$ cat src/cscr_pkg.sv
// cscr_pkg: addresses, reset values, flag positions and carriers of the
// core special registers; assumes an 8-bit special register port
package cscr_pkg;

  localparam logic [7:0] ADDR_SP  = 8'h81;
  localparam logic [7:0] ADDR_DPL = 8'h82;
  localparam logic [7:0] ADDR_DPH = 8'h83;
  localparam logic [7:0] ADDR_PSW = 8'hD0;
  localparam logic [7:0] ADDR_ACC = 8'hE0;
  localparam logic [7:0] ADDR_B   = 8'hF0;

  localparam logic [7:0] RST_SP  = 8'h07;
  localparam logic [7:0] RST_DPL = 8'h00;
  localparam logic [7:0] RST_DPH = 8'h00;
  localparam logic [7:0] RST_PSW = 8'h00;
  localparam logic [7:0] RST_ACC = 8'h00;
  localparam logic [7:0] RST_B   = 8'h00;

  localparam int unsigned PSW_CY  = 7;
  localparam int unsigned PSW_AC  = 6;
  localparam int unsigned PSW_F0  = 5;
  localparam int unsigned PSW_RS1 = 4;
  localparam int unsigned PSW_RS0 = 3;
  localparam int unsigned PSW_OV  = 2;
  localparam int unsigned PSW_F1  = 1;
  localparam int unsigned PSW_P   = 0;

  localparam logic [3:0] NIB_MAX = 4'h9;
  localparam logic [8:0] DA_LO   = 9'h006;
  localparam logic [8:0] DA_HI   = 9'h060;

  typedef enum logic [3:0] {
    CSCR_NOP  = 4'b0000,
    CSCR_ADD  = 4'b0001,
    CSCR_SUB  = 4'b0010,
    CSCR_MUL  = 4'b0011,
    CSCR_DIV  = 4'b0100,
    CSCR_COMPARE_JUMP_NOT_EQUAL = 4'b0101,
    CSCR_DA   = 4'b0110,
    CSCR_PUSH = 4'b0111,
    CSCR_POP  = 4'b1000
  } cscr_kind_t;

  typedef struct packed {
    logic       vld;
    cscr_kind_t kind;
    logic [7:0] opnd_x;
    logic [7:0] opnd_y;
    logic       cin_en;
  } cscr_op_t;

  typedef struct packed {
    logic       we;
    logic [7:0] addr;
    logic [7:0] data;
  } cscr_stk_t;

  typedef struct packed {
    logic [7:0] a;
    logic [7:0] b;
    logic       cy;
    logic       ac;
    logic       ov;
    logic       wr_a;
    logic       wr_b;
    logic       wr_cy;
    logic       wr_ac;
    logic       wr_ov;
  } cscr_res_t;

endpackage

$ cat src/cscr_core_regs.sv
// cscr_core_regs: accumulator, second operand, stack pointer, data pointer
// and status word; assumes the execution datapath and the special register
// port share clk
// Notes on behaviour
// - the accumulator is an 8-bit read/write register at E0H that resets to zero and takes results.
// - the second operand register is read/write at F0H, resets to zero and holds multiply and divide results.
// - a push first increments the stack pointer and then writes the byte at the new pointer.
// - the stack pointer at 81H resets to 07H so the first pushed byte lands at 08H.
// - the low byte at 82H and high byte at 83H form one 16-bit pointer with the high byte on top.
// - after add or subtract the carry shows a carry out of or a borrow into the top bit.
// - after multiply or divide the carry is cleared.
// - a compare-and-jump sets the carry when the first unsigned operand is below the second.
// - decimal adjust sets the carry when the packed decimal sum passed two digits.
// - the auxiliary carry shows a carry out of or a borrow into bit 3.
// - the status word at D0H resets to zero, bits 7 to 1 are read/write and bit 0 is read-only.
// - the two bank bits select one of four eight-byte banks starting at 00H, 08H, 10H or 18H.
// - status bit 5 is a user flag with no hardware effect.
`timescale 1ns/1ps
module cscr_core_regs #(
  parameter int DW = 8
) (
  input  wire logic                clk,
  input  wire logic                rstn,
  input  wire logic                ce,
  input  wire logic                sfr_wr,
  input  wire logic                sfr_rd,
  input  wire logic [7:0]          sfr_addr,
  input  wire logic [7:0]          sfr_wdata,
  output logic      [7:0]          sfr_rdata_q,
  output logic                     sfr_hit_q,
  input  wire cscr_pkg::cscr_op_t  op_in,
  output cscr_pkg::cscr_stk_t      stk_q,
  output logic      [7:0]          acc_q,
  output logic      [7:0]          b_q,
  output logic      [7:0]          sp_q,
  output logic      [7:0]          psw_q,
  output logic      [15:0]         data_pointer_16bit,
  output logic      [7:0]          bank_base
);
  import cscr_pkg::*;

  if (DW != 8) begin : g_dw_chk
    $error("cscr_core_regs supports only 8-bit data");
  end

  function automatic logic reg_hit(input logic [7:0] a);
    reg_hit = (a == ADDR_SP) || (a == ADDR_DPL) || (a == ADDR_DPH) ||
              (a == ADDR_PSW) || (a == ADDR_ACC) || (a == ADDR_B);
  endfunction

  logic [7:0] dpl_q;
  logic [7:0] dph_q;
  logic [7:0] acc_d;
  logic [7:0] b_d;
  logic [7:0] sp_d;
  logic [7:0] dpl_d;
  logic [7:0] dph_d;
  logic [7:0] psw_d;
  logic [7:0] rdata_d;
  logic       hit_d;
  cscr_stk_t  stk_d;
  cscr_res_t  res;
  logic       is_alu;

  cscr_alu u_alu (
    .acc (acc_q),
    .bop (b_q),
    .program_status_word (psw_q),
    .op  (op_in),
    .res (res)
  );

  // pointer and bank views straight from the registers
  assign data_pointer_16bit = {dph_q, dpl_q};
  assign bank_base = {3'b000, psw_q[PSW_RS1], psw_q[PSW_RS0], 3'b000};

  assign is_alu = op_in.vld && (op_in.kind != CSCR_PUSH) &&
                  (op_in.kind != CSCR_POP) && (op_in.kind != CSCR_NOP);

  // next state: core operation first, a register-port write overrides it
  always_comb begin
    acc_d = acc_q;
    b_d   = b_q;
    sp_d  = sp_q;
    dpl_d = dpl_q;
    dph_d = dph_q;
    psw_d = psw_q;
    stk_d = '0;
    if (is_alu) begin
      if (res.wr_a) begin
        acc_d = res.a;
      end
      if (res.wr_b) begin
        b_d = res.b;
      end
      if (res.wr_cy) begin
        psw_d[PSW_CY] = res.cy;
      end
      if (res.wr_ac) begin
        psw_d[PSW_AC] = res.ac;
      end
      if (res.wr_ov) begin
        psw_d[PSW_OV] = res.ov;
      end
    end else if (op_in.vld && op_in.kind == CSCR_PUSH) begin
      sp_d       = sp_q + 8'h01;
      stk_d.we   = 1'b1;
      stk_d.addr = sp_q + 8'h01;
      stk_d.data = op_in.opnd_x;
    end else if (op_in.vld && op_in.kind == CSCR_POP) begin
      stk_d.addr = sp_q;
      sp_d       = sp_q - 8'h01;
    end
    if (sfr_wr) begin
      case (sfr_addr)
        ADDR_ACC: begin
          acc_d = sfr_wdata;
        end
        ADDR_B: begin
          b_d = sfr_wdata;
        end
        ADDR_SP: begin
          sp_d = sfr_wdata;
        end
        ADDR_DPL: begin
          dpl_d = sfr_wdata;
        end
        ADDR_DPH: begin
          dph_d = sfr_wdata;
        end
        ADDR_PSW: begin
          psw_d[7:1] = sfr_wdata[7:1];
        end
        default: begin
          acc_d = acc_d;
        end
      endcase
    end
    psw_d[PSW_P] = ^acc_d;
  end

  // read path: one cycle after the strobe, unmapped reads give zero
  always_comb begin
    rdata_d = 8'h00;
    hit_d   = sfr_rd && reg_hit(sfr_addr);
    if (sfr_rd) begin
      case (sfr_addr)
        ADDR_ACC: begin
          rdata_d = acc_q;
        end
        ADDR_B: begin
          rdata_d = b_q;
        end
        ADDR_SP: begin
          rdata_d = sp_q;
        end
        ADDR_DPL: begin
          rdata_d = dpl_q;
        end
        ADDR_DPH: begin
          rdata_d = dph_q;
        end
        ADDR_PSW: begin
          rdata_d = psw_q;
        end
        default: begin
          rdata_d = 8'h00;
        end
      endcase
    end
  end

  always_ff @(posedge clk) begin
    if (!rstn) begin
      acc_q       <= RST_ACC;
      b_q         <= RST_B;
      sp_q        <= RST_SP;
      dpl_q       <= RST_DPL;
      dph_q       <= RST_DPH;
      psw_q       <= RST_PSW;
      stk_q       <= '0;
      sfr_rdata_q <= 8'h00;
      sfr_hit_q   <= 1'b0;
    end else if (ce) begin
      acc_q       <= acc_d;
      b_q         <= b_d;
      sp_q        <= sp_d;
      dpl_q       <= dpl_d;
      dph_q       <= dph_d;
      psw_q       <= psw_d;
      stk_q       <= stk_d;
      sfr_rdata_q <= rdata_d;
      sfr_hit_q   <= hit_d;
    end
  end

  logic       go;
  logic [8:0] add_chk;
  logic       lt_chk;
  logic       nib_chk;
  logic       sub_chk;
  logic       ovf_chk;

  assign go      = ce && op_in.vld && !sfr_wr;
  assign add_chk = {1'b0, acc_q} + {1'b0, op_in.opnd_y};
  assign lt_chk  = op_in.opnd_x < op_in.opnd_y;
  assign nib_chk = ({1'b0, acc_q[3:0]} + {1'b0, op_in.opnd_y[3:0]}) > 5'h0F;
  assign sub_chk = acc_q < op_in.opnd_y;
  assign ovf_chk = add_chk[8] ^ (({1'b0, acc_q[6:0]} + {1'b0, op_in.opnd_y[6:0]}) > 8'h7F);
endmodule

$ cat src/cscr_alu.sv
// cscr_alu: combinational results and flags of the arithmetic operations
// assumes operands come from the register file on the same clock
`timescale 1ns/1ps
module cscr_alu (
  input  wire logic [7:0]         acc,
  input  wire logic [7:0]         bop,
  input  wire logic [7:0]         program_status_word,
  input  wire cscr_pkg::cscr_op_t op,
  output cscr_pkg::cscr_res_t     res
);
  import cscr_pkg::*;

  function automatic logic nib_gt9(input logic [3:0] n);
    nib_gt9 = (n > NIB_MAX);
  endfunction

  logic       cin;
  logic [8:0] sum9;
  logic [8:0] dif9;
  logic [4:0] slo;
  logic [4:0] dlo;
  logic [15:0] prod;
  logic [8:0] dat;

  assign cin  = op.cin_en & program_status_word[PSW_CY];
  assign sum9 = {1'b0, acc} + {1'b0, op.opnd_y} + {8'h00, cin};
  assign dif9 = {1'b0, acc} - {1'b0, op.opnd_y} - {8'h00, cin};
  assign slo  = {1'b0, acc[3:0]} + {1'b0, op.opnd_y[3:0]} + {4'h0, cin};
  assign dlo  = {1'b0, acc[3:0]} - {1'b0, op.opnd_y[3:0]} - {4'h0, cin};
  assign prod = acc * bop;

  always_comb begin
    res = '0;
    dat = {1'b0, acc};
    case (op.kind)
      CSCR_ADD: begin
        res.a  = sum9[7:0];
        res.cy = sum9[8];
        res.ac = slo[4];
        res.ov = (acc[7] == op.opnd_y[7]) && (sum9[7] != acc[7]);
        {res.wr_a, res.wr_cy, res.wr_ac, res.wr_ov} = 4'hF;
      end
      CSCR_SUB: begin
        res.a  = dif9[7:0];
        res.cy = dif9[8];
        res.ac = dlo[4];
        res.ov = (acc[7] != op.opnd_y[7]) && (dif9[7] != acc[7]);
        {res.wr_a, res.wr_cy, res.wr_ac, res.wr_ov} = 4'hF;
      end
      CSCR_MUL: begin
        res.a  = prod[7:0];
        res.b  = prod[15:8];
        res.cy = 1'b0;
        res.ov = |prod[15:8];
        {res.wr_a, res.wr_b, res.wr_cy, res.wr_ov} = 4'hF;
      end
      CSCR_DIV: begin
        res.cy    = 1'b0;
        res.ov    = (bop == 8'h00);
        res.wr_cy = 1'b1;
        res.wr_ov = 1'b1;
        if (bop != 8'h00) begin
          res.a    = acc / bop;
          res.b    = acc % bop;
          res.wr_a = 1'b1;
          res.wr_b = 1'b1;
        end
      end
      CSCR_COMPARE_JUMP_NOT_EQUAL: begin
        res.cy    = (op.opnd_x < op.opnd_y);
        res.wr_cy = 1'b1;
      end
      CSCR_DA: begin
        if (nib_gt9(dat[3:0]) || program_status_word[PSW_AC]) begin
          dat = dat + DA_LO;
        end
        if (nib_gt9(dat[7:4]) || dat[8] || program_status_word[PSW_CY]) begin
          dat = dat + DA_HI;
        end
        res.a     = dat[7:0];
        res.cy    = dat[8] | program_status_word[PSW_CY];
        res.wr_a  = 1'b1;
        res.wr_cy = 1'b1;
      end
      default: begin
        res = '0;
      end
    endcase
  end
endmodule

$ cat config.mk
export PLATFORM = sky130hd
export DESIGN_NAME = cscr_core_regs
export DESIGN_NICKNAME = d
export VERILOG_FILES = /design/src/cscr_pkg.sv /design/src/cscr_core_regs.sv /design/src/cscr_alu.sv
export SDC_FILE = /design/constraint.sdc
export NUM_CORES = 1
export LEC_CHECK = 0
export BUFFER_PORTS_ARGS = -buffer_cell sky130_fd_sc_hd__buf_2
export CAP_MARGIN = 10
export CELL_PAD_IN_SITES_DETAIL_PLACEMENT = 0
export CELL_PAD_IN_SITES_GLOBAL_PLACEMENT = 1
export CORE_ASPECT_RATIO = 1.2
export CORE_UTILIZATION = 45
export CTS_BUF_LIST = sky130_fd_sc_hd__clkbuf_8
export CTS_CLUSTER_DIAMETER = 100
export DETAILED_ROUTE_END_ITERATION = 12
export PLACE_DENSITY_LB_ADDON = 0.3
export SETUP_SLACK_MARGIN = 0.2
export SKIP_LAST_GASP = 1
export SYNTH_ARGS = -nofsm -noshare
export SYNTH_HDL_FRONTEND = slang
export SYNTH_SLANG_ARGS = --single-unit
$ cat constraint.sdc
create_clock -name clk -period 15.1 [get_ports clk]
set_input_delay 3.02 -clock clk [delete_from_list [all_inputs] [get_ports clk]]
set_output_delay 3.02 -clock clk [all_outputs]
set_load 0.1 [all_outputs]
* Word-level counts from Yosys, hierarchy flattened *
Cells that the tools add are included.

storage, ports and cells
  memories kept = 0
  register bits after elaboration = 74
  RAM bits = 0
  latch bits = 0
  logic and storage cells = 123
  output and inout bits = 82
  input bits = 43
  memory bits (read-only) = 0

operators by class
  $add $sub $neg = 12
  shift operators = 0
  magnitude comparators = 3
  reductions and logical operators = 28
  mux-type cells = 43
  bitwise logic cells = 2
  divide/modulo/power cells = 2
  multipliers = 1
  eq/ne operators = 20

operators by type and width
  operator             count
  $mux 8               17
  $eq 8x8->1 const B   6
  $pmux 8 s6           1
  $pmux 8 s5           1
  $mux 9               4
  $mux 17              1
  $eq 4x3->1 const B   4
  $mul 8x8->16         1
  $mux 16              1
  $pmux 8 s2           1
  $mux 7               2
  $add 8x3->9 const B  1
  $add 8x8->9          1
  $add 9x1->9          1
  $add 9x7->9 const B  1
  $reduce_and 3->1     3
  $sub 8x8->9          1
  $sub 9x1->9          1
  $add 8x1->8 const B  1
  $div 8x8->8          1
  $eq 4x2->1 const B   2
  $gt 4x4->1 const B   2
  $logic_and 1x1->1    8
  $logic_not 8->1      1
  other kinds (27)     48

* Longest topological paths before layout *
Gate-level depths: netlist of the first run.

  word-level depth = 15
  gate-level depth with buffers = 60
  gate-level depth less buffers = 56

* By module *
Synthesis of the first run repeated with hierarchy kept, for this count alone.

second synthesis, totals
  cells, all modules = 1233
  area total of the unflattened synthesis = 9917.0 um^2

modules (own cells, without submodules)
  module          times used  area each (um^2)  sequential area each (um^2)  cells each
  cscr_alu        1           5661.7            0.0                          746
  cscr_core_regs  1           4255.3            1481.4                       487

* Worst setup path before layout of the first run *
OpenSTA, ideal clock, no wires.

  path kind = reg-to-reg
  start point = register b_q[0]
  end point = register psw_q[0]
  cell stages (with the launch flop) = 51
  data arrival time = 11793 ps
  library setup time = 120 ps
  clock period less this slack = 11913 ps
  data required time = 14980 ps
  buffers on the path = 2
  setup slack = 3187 ps
  cells stage by stage = dfxtp_1 inv_1 ha_1 a21oi_1 a21oi_1 ha_1 a21o_1 a21oi_1 nor2_1 ha_1 o211ai_1 a211oi_2 mux2i_1 ha_1 o21a_1 o21a_1 o31ai_1 mux2i_1 [15 not listed] or3_1 o21ai_0 a21oi_1 a41oi_1 clkbuf_1 nor3b_1 a21o_1 ha_1 o21a_1 o21ai_0 a21oi_1 o31ai_1 nand2_1 a21oi_1 xnor3_1 xnor2_1 mux2i_1 nor2b_1

between the ends
  cells in the longest elaborated chain, start to end = 8
  elaborated cells between the ends (all ways) = 12
  those cells by class = 1 x mul; 1 x div; 8 x mux; 2 x reduce/logical

ends and longest elaborated chain
  what                                              line                            RTL
  start: declaration                                cscr_core_regs.sv:34            output logic [7:0] b_q,
  start signal: assignment                          cscr_core_regs.sv:176           b_q <= RST_B;
  start signal: assignment                          cscr_core_regs.sv:186           b_q <= b_d;
  $div 8x8->8 or $reduce_bool 8->1 (tied branches)  cscr_alu.sv:63, cscr_alu.sv:62
  $mux 16 or $mux 2 (tied branches)                 cscr_alu.sv:62                  if (bop != 8'h00) begin
  $pmux 8 s5 or $pmux 1 s2 (tied branches)          cscr_alu.sv:35                  case (op.kind)
  $mux 8 *                                          cscr_core_regs.sv:90            if (res.wr_a) begin
  $mux 8 *                                          cscr_core_regs.sv:89            if (is_alu) begin
  $mux 8                                            cscr_core_regs.sv:115           case (sfr_addr)
  $mux 8 *                                          cscr_core_regs.sv:114           if (sfr_wr) begin
  $reduce_xor 8->1 *                                cscr_core_regs.sv:139           psw_d[PSW_P] = ^acc_d;
  end signal: assignment                            cscr_core_regs.sv:190           psw_q <= psw_d;
  end: declaration                                  cscr_core_regs.sv:36            output logic [7:0] psw_q,

Mark *: on every way between the ends. The rest lies on a longest branch, timed or not.
A chain may end at the register's enable or synchronous reset.

* Worst setup path after layout of the first run *
  start point = register b_q[7]
  end point = register psw_q[0]

The elaborated chain is that of the path after synthesis.

==> results of run 1 <==
==> placed cells by master (no fill, tap or decap), types with 40 or more instances in the layout <==
cell type / n
nand2_1: 107
dfxtp_1: 74
a21oi_1: 58
ha_1: 110
buf_2: 118
nor2b_1: 40
nor2_1: 83
o21ai_0: 62
inv_1: 101
fa_1: 41
==> per-layer routing <==
| metal | up-vias | track usage | routed length [um] |
|---|---|---|---|
| met5 | - | 0 | 0 |
| met4 | 0 | 0.101 | 958 |
| met3 | 44 | 0.0286 | 1650 |
| met2 | 306 | 0.496 | 15000 |
| met1 | 4371 | 0.374 | 13300 |
| li1 | 4405 | - | - |
==> metrics by stage <==
stage | utilization | hold slack (ns) | area [um^2] | cells
2_1_floorplan | - | 0.894 | 9550 | 1209
3_3_place_gp | 0.501 | 0.458 | 10300 | 1536
3_5_place_dp | 0.501 | 0.463 | 10300 | 1536
4_1_cts | 0.511 | 0.485 | 10500 | 1552
5_1_grt | 0.511 | 0.500 | 10500 | 1552
6_report | 0.511 | 0.482 | 10500 | 1552
==> sequential cells by signal (all words and copies together), names as in the netlist <==
signal	cells
acc_q	8
sfr_hit_q	1
sp_q	8
dpl_q	8
stk_q	17
dph_q	8
psw_q	8
sfr_rdata_q	8
b_q	8
==> worst paths after layout <==
path | slack, ns | end | depth (start not counted)
min | 0.48 | stk_q[4] | 2
min reg2reg | 0.48 | stk_q[4] | 2
max reg2reg | 2.14 | psw_q[0] | 49
max | 2.14 | psw_q[0] | 49
==> tightest hold or removal path, cell delays in order, from the launching register on <==
cell and delay, ns:
dfxtp_1 0.31, nand2b_1 0.06, a21boi_0 0.07
==> logic make-up after synthesis <==
| kind of cell | Yosys count |
|---|---|
| buf+inv | 176 |
| flops | 74 |
| xor+xnor | 60 |
| simple gates | 377 |
| compound gates | 311 |
| other cells | 1 |
| fa+ha+maj | 151 |
| mux | 54 |
==> cell type report <==
cell class / count / area, um^2 / area share
Multi-Input combinational cell: 959 / 7340 / 0.702
Sequential cell: 74 / 1480 / 0.142
Timing Repair Buffer: 135 / 718 / 0.0687
Inverter: 103 / 387 / 0.0370
Tap cell: 265 / 332 / 0.0317
Clock buffer: 9 / 124 / 0.0118
Clock inverter: 7 / 68.8 / 0.00658
==> Flow_metrics.wiki, run 1 <==
{| class="wikitable"
! Metric !! Value
|-
| Result of the run || finished, final reports clean
|-
| Total CTS buffers || 9
|-
| Weighted congestion at the end of routability-driven global placement || 0.951
|-
| Tightest slew margin relative to the limit || 0.390
|-
| Dominant combinational cell family by area after synthesis || adder cells
|-
| Max Fanout on Critical Path || 13
|-
| Synth Area per Inst || just under 8 um^2
|-
| Number of antenna violations at the first check in global routing || 0
|-
| Core Rows || 57
|-
| Distinct cell type count of the synthesized netlist || 77
|-
| Initial core utilization || 0.465
|-
| Post-synthesis compound-gate area fraction || 0.224
|-
| Die X-Extent || 135 um
|-
| Worst hold path class || register to register
|-
| Crit share post-route || 0.859
|-
| Post-layout minimum cycle time || 12.96 ns
|-
| Max_cap viols || 0
|-
| Cell count after synthesis || between 1,000 and 1,500
|-
| Grt total ovfl || 0
|-
| Residual DRC count || 0
|-
| Number of antenna repair diodes || 0
|-
| DRT iter0 DRCs || 759
|-
| Die boundary height || roughly 160 um
|-
| Critical path capture point type || register
|-
| Signal arrival time at the worst endpoint || roughly 13 ns
|-
| Most common cell on crit path || ha_1
|-
| Setup Fix Bufs, Post-CTS || 0
|-
| Post-synthesis sequential area ratio || 0.155
|-
| Highest clock frequency the design can meet || 77.1 MHz
|-
| Routed wire length per instance || about 20 um
|-
| Share of Yosys cell area claimed by the top area cell type || 0.155
|-
| Simple-Gate Fraction of Synth Area || 0.195
|-
| First-pass GRT wire length || 48,600 um
|-
| Core region area || ~20,000 um^2
|-
| Family with the most delay on the worst path || compound AO/OA/AOI/OAI gates
|-
| Origin of the critical flop-to-flop path || b_q[7]
|-
| Top flip-flop cell by instance count after synthesis || dfxtp_1
|-
| Origin of the worst setup path || b_q[7]
|-
| Post-route ant nets || 0
|-
| Detail Placement HPWL || 23,600 um
|-
| Post-route setup TNS || 0 ns
|-
| Clock slew at reported path FFs || 0.09 ns
|-
| Type of the setup path with the least slack || register to register
|-
| Number of sinks handled by clock tree synthesis || 74
|-
| Most frequently used cell type in the post-synthesis netlist || ha_1
|-
| Number of synthesized register bits || 74
|-
| Ys Warns || 0
|-
| Number of endpoints with negative hold slack in the final report || 0
|-
| Start point of the worst min-delay path || stk_q[4]
|-
| Top cells by area, synth || dfxtp_1, ha_1, fa_1, nand2_1, inv_1
|-
| Clock insertion delay at the later pin of the skew report || 0.36 ns
|-
| RSZ-0062 raised after global routing || false
|-
| Die area || approximately 22,000 um^2
|-
| Iteration count of the initial detailed-routing pass || 6
|-
| Vias after detailed routing || approximately 9,000
|-
| Max-slew violation count || 0
|-
| Resize count post-CTS || 0
|-
| EDFF count, synth || 0
|-
| CTS Hold Bufs || 0
|-
| Setup violation total in the final timing report || 0
|-
| I/O Buffers || 118
|-
| CP Data Required Time || 15.39 ns
|-
| Post-route clock skew || about 0.02 ns
|-
| Relative area change from synthesis to final layout || 9.72%
|-
| Total I/O pin count || 125
|-
| Level count of the clock H-tree || 3
|-
| Worst Setup Slack, final || 2.14 ns
|-
| Place WS || 2.35 ns
|-
| Crit path buf inv count || 1
|-
| Total Routing Usage GR || 0.289
|-
| Filler cell count in the final layout || 2,031
|-
| Cell Area, Synth || around 9500 um^2
|-
| Worst-margin pin slew || 0.916 ns
|-
| Layout cells sized above 1 || 0.142
|-
| Routed vias/inst || 5.88
|-
| Most area-hungry cell type in the Yosys netlist || dfxtp_1
|-
| Fraction of registers with async set or reset after synthesis || 0
|-
| Adder-cell share of the synthesized area || 0.231
|-
| Vias in the first global route || 8,807
|-
| Multiplexer share of the synthesized area || 0.0594
|-
| Final #Nets || ~1,500
|-
| Peak per-stage delay on the critical path || 0.74 ns
|-
| CP max stage cell || o31ai_1
|-
| Most common library cells after synthesis || ha_1, nand2_1, inv_1, nor2_1, dfxtp_1
|-
| Kind of start point of the critical path || register
|-
| Clk Tree Root Cell || clkbuf_8
|-
| Clock tree from TritonCTS || built
|-
| Parity-gate share of the synthesized area counting xor and xnor cells || 0.0595
|-
| Largest net degree at the start of global routing || 76
|-
| Max Root-Sink Buffers || 2
|-
| Routed wire length || 30,900 um
|}
Power of run 1 is left out: the tool's default activity adds up to more than one toggle a clock period on the data nets, which glitch-free logic cannot reach.
==> inputs of run 2 (changes only) <==
--- a/config.mk
+++ b/config.mk
@@ -14,7 +14,9 @@
 export CTS_BUF_LIST = sky130_fd_sc_hd__clkbuf_8
 export CTS_CLUSTER_DIAMETER = 100
 export DETAILED_ROUTE_END_ITERATION = 12
+export MAX_ROUTING_LAYER = met4
 export PLACE_DENSITY_LB_ADDON = 0.3
+export REMOVE_ABC_BUFFERS = 1
 export SETUP_SLACK_MARGIN = 0.2
 export SKIP_LAST_GASP = 1
 export SYNTH_ARGS = -nofsm -noshare
==> run 2 against run 1 <==
Cell area is essentially flat. Critical path type unchanged. Critical path depth unchanged. Clock skew fell by 0.0065 ns. Routed wire length is 1.1% lower. Maximum frequency is 0.25% lower. Die area unchanged. Sequential share of layout area barely moved.
==> Flow_metrics.wiki, run 2 (synthesis results as in run 1) <==
{| class="wikitable"
! Metric !! Value
|-
| Top library cells by usage in the layout, fill and taps aside || buf_2, ha_1, nand2_1
|-
| Core region area || 20,500 um^2 (unchanged)
|-
| Signal arrival time at the worst endpoint || 13.30 ns (+0.04 ns)
|-
| CTS Hold Bufs || 0 (unchanged)
|-
| Die X-Extent || 135 um (unchanged)
|-
| Post-route ant nets || 0 (unchanged)
|-
| Origin of the critical flop-to-flop path || b_q[7]
|-
| Grt total ovfl || 0 (unchanged)
|-
| Worst hold path class || register to register
|-
| Kind of start point of the critical path || register
|-
| Max Root-Sink Buffers || 2 (unchanged)
|-
| Number of antenna violations at the first check in global routing || 0 (unchanged)
|-
| Register bank with the most flops || stk_q
|-
| Largest register FFs || 17 (unchanged)
|-
| Clock tree from TritonCTS || built
|-
| Clk Tree Root Cell || clkbuf_8
|-
| Resize count post-CTS || 0 (unchanged)
|-
| CP Data Required Time || 15.40 ns (about the same)
|-
| Iteration count of the initial detailed-routing pass || 4 (-2)
|-
| Cell total after placement || 1,533 (-0.20%)
|-
| Highest clock frequency the design can meet || 76.9 MHz (-0.25%)
|-
| Reg-to-reg slack, setup || 2.10 ns (-0.03 ns)
|-
| Type of the setup path with the least slack || register to register
|-
| Setup violation total in the final timing report || 0 (unchanged)
|-
| Max_cap viols || 0 (unchanged)
|-
| Post-layout minimum cycle time || 13.00 ns (+0.0328 ns)
|-
| Residual DRC count || 0 (unchanged)
|-
| Tightest slew margin relative to the limit || 0.356 (-0.0333)
|-
| Weighted congestion at the end of routability-driven global placement || 0.955 (+0.44%)
|-
| Final #Nets || 1,473 (-0.20%)
|-
| Core Rows || 57 (unchanged)
|-
| Number of stages on the worst hold path || 2 (unchanged)
|-
| Layout cells sized above 1 || 0.142 (-0.000447)
|-
| Number of standard cells in the layout, taps in and fillers out || 1,549 (-0.19%)
|-
| Max Fanout on Critical Path || 13 (unchanged)
|-
| Cell depth of the worst flop-to-flop path || 49 (unchanged)
|-
| Routed vias/inst || 5.82 (-0.98%)
|-
| Worst-margin pin slew || 0.958 ns (+0.0418 ns)
|-
| Number of endpoints with negative hold slack in the final report || 0 (unchanged)
|-
| Total CTS buffers || 9 (unchanged)
|-
| Relative area change from synthesis to final layout || 9.74% (about the same)
|-
| CP max stage cell || o31ai_1
|-
| Clock insertion delay at the later pin of the skew report || 0.36 ns (about the same)
|-
| Total Routing Usage GR || 0.294 (+0.00550)
|-
| Setup Fix Bufs, Post-CTS || 0 (unchanged)
|-
| Routed wire length per instance || 19.8 um (-0.93%)
|-
| Die area || 21,800 um^2 (unchanged)
|-
| Most common cell after layout, fill and taps aside || buf_2
|-
| Largest net degree at the start of global routing || 76 (unchanged)
|-
| Clock slew at reported path FFs || 0.09 ns (about the same)
|-
| Reg-to-reg critical path endpoint || psw_q[0]
|-
| Die boundary height || 161 um (unchanged)
|-
| Vias in the first global route || 8,674 (-1.5%)
|-
| Most common cell on crit path || a21oi_1
|-
| Routed wire length || 30,600 um (-1.1%)
|-
| Start point of the worst min-delay path || stk_q[2]
|-
| Peak per-stage delay on the critical path || 0.78 ns (+0.04 ns)
|-
| First-pass GRT wire length || 48,300 um (-0.60%)
|-
| RSZ-0062 raised after global routing || false
|-
| Endpoint of the worst hold path || stk_q[2]
|-
| Origin of the worst setup path || b_q[7]
|-
| Initial core utilization || 0.465 (unchanged)
|-
| Result of the run || finished, final reports clean
|-
| I/O Buffers || 118 (unchanged)
|-
| Level count of the clock H-tree || 3 (unchanged)
|-
| Number of sinks handled by clock tree synthesis || 74 (unchanged)
|-
| Critical path capture point type || register
|-
| Total I/O pin count || 125 (unchanged)
|-
| Max-slew violation count || 0 (unchanged)
|-
| DRT iter0 DRCs || 576 (-24%)
|-
| Post-route setup TNS || 0 ns (unchanged)
|-
| Vias after detailed routing || 9,019 (-1.2%)
|-
| Detail Placement HPWL || 23,400 um (-0.63%)
|-
| Crit share post-route || 0.861 (+0.00217)
|-
| Number of antenna repair diodes || 0 (unchanged)
|-
| Post-route clock skew || 0.0135 ns (-0.00652 ns)
|}
[run 2: cell count changes in the layout (fill, tap and decap cells not counted), sizes merged]
cell      previous run  this run
buf                135       132
clkinv               6         3
clkinvlp             1         2
inv                102       104
[run 2: worst max path at each step]
stage | to | slack, ns | depth (start not counted)
floorplan | psw_q[0] | 2.93 | 48
global placement | psw_q[0] | 2.74 | 48
detailed placement | psw_q[0] | 2.34 | 49
CTS | psw_q[0] | 2.28 | 49
global route | psw_q[0] | 1.00 | 49
finish | psw_q[0] | 2.10 | 49
[run 2: final cells by class]
cell class | count | area, um^2
Tap cell | 265 | 332
Sequential cell | 74 | 1480
Multi-Input combinational cell | 959 | 7350
Clock buffer | 9 | 124
Clock inverter | 7 | 85.1
Timing Repair Buffer | 132 | 698
Inverter | 103 | 387
Fill cell | 2031 | 10000
[run 2: metal layers]
metal / global-route usage / vias up / routed length, um
met2: 0.486 / 270 / 14800
met5: - / - / 0
li1: - / 4402 / -
met4: 0.0848 / 0 / 767
met3: 0.0267 / 50 / 1620
met1: 0.380 / 4297 / 13400
[run 2: through the flow]
stage / util / setup slack (ns) / area, um^2 / hold slack (ns)
after global routing: 0.511 / 1.00 / 10500 / 0.505
after CTS: 0.511 / 2.28 / 10500 / 0.489
after floorplan: - / 2.93 / 9210 / 0.892
after detailed placement: 0.501 / 2.34 / 10200 / 0.465
after global placement: 0.501 / 2.74 / 10200 / 0.458
final: 0.511 / 2.10 / 10500 / 0.484
[run 2: worst max-delay path, delay by kind of cell (launching register included)]
| family | cells | cell delay [ns] |
|---|---|---|
| AO/OA/AOI/OAI | 26 | 6.33 |
| XOR/XNOR | 2 | 0.53 |
| adder cells (fa/ha/maj) | 7 | 2.27 |
| buffers and inverters | 1 | 0.07 |
| flip-flops | 1 | 0.45 |
| multiplexers | 4 | 1.12 |
| AND/OR/NAND/NOR | 9 | 2.16 |
Power of run 2 is left out for the same reason.
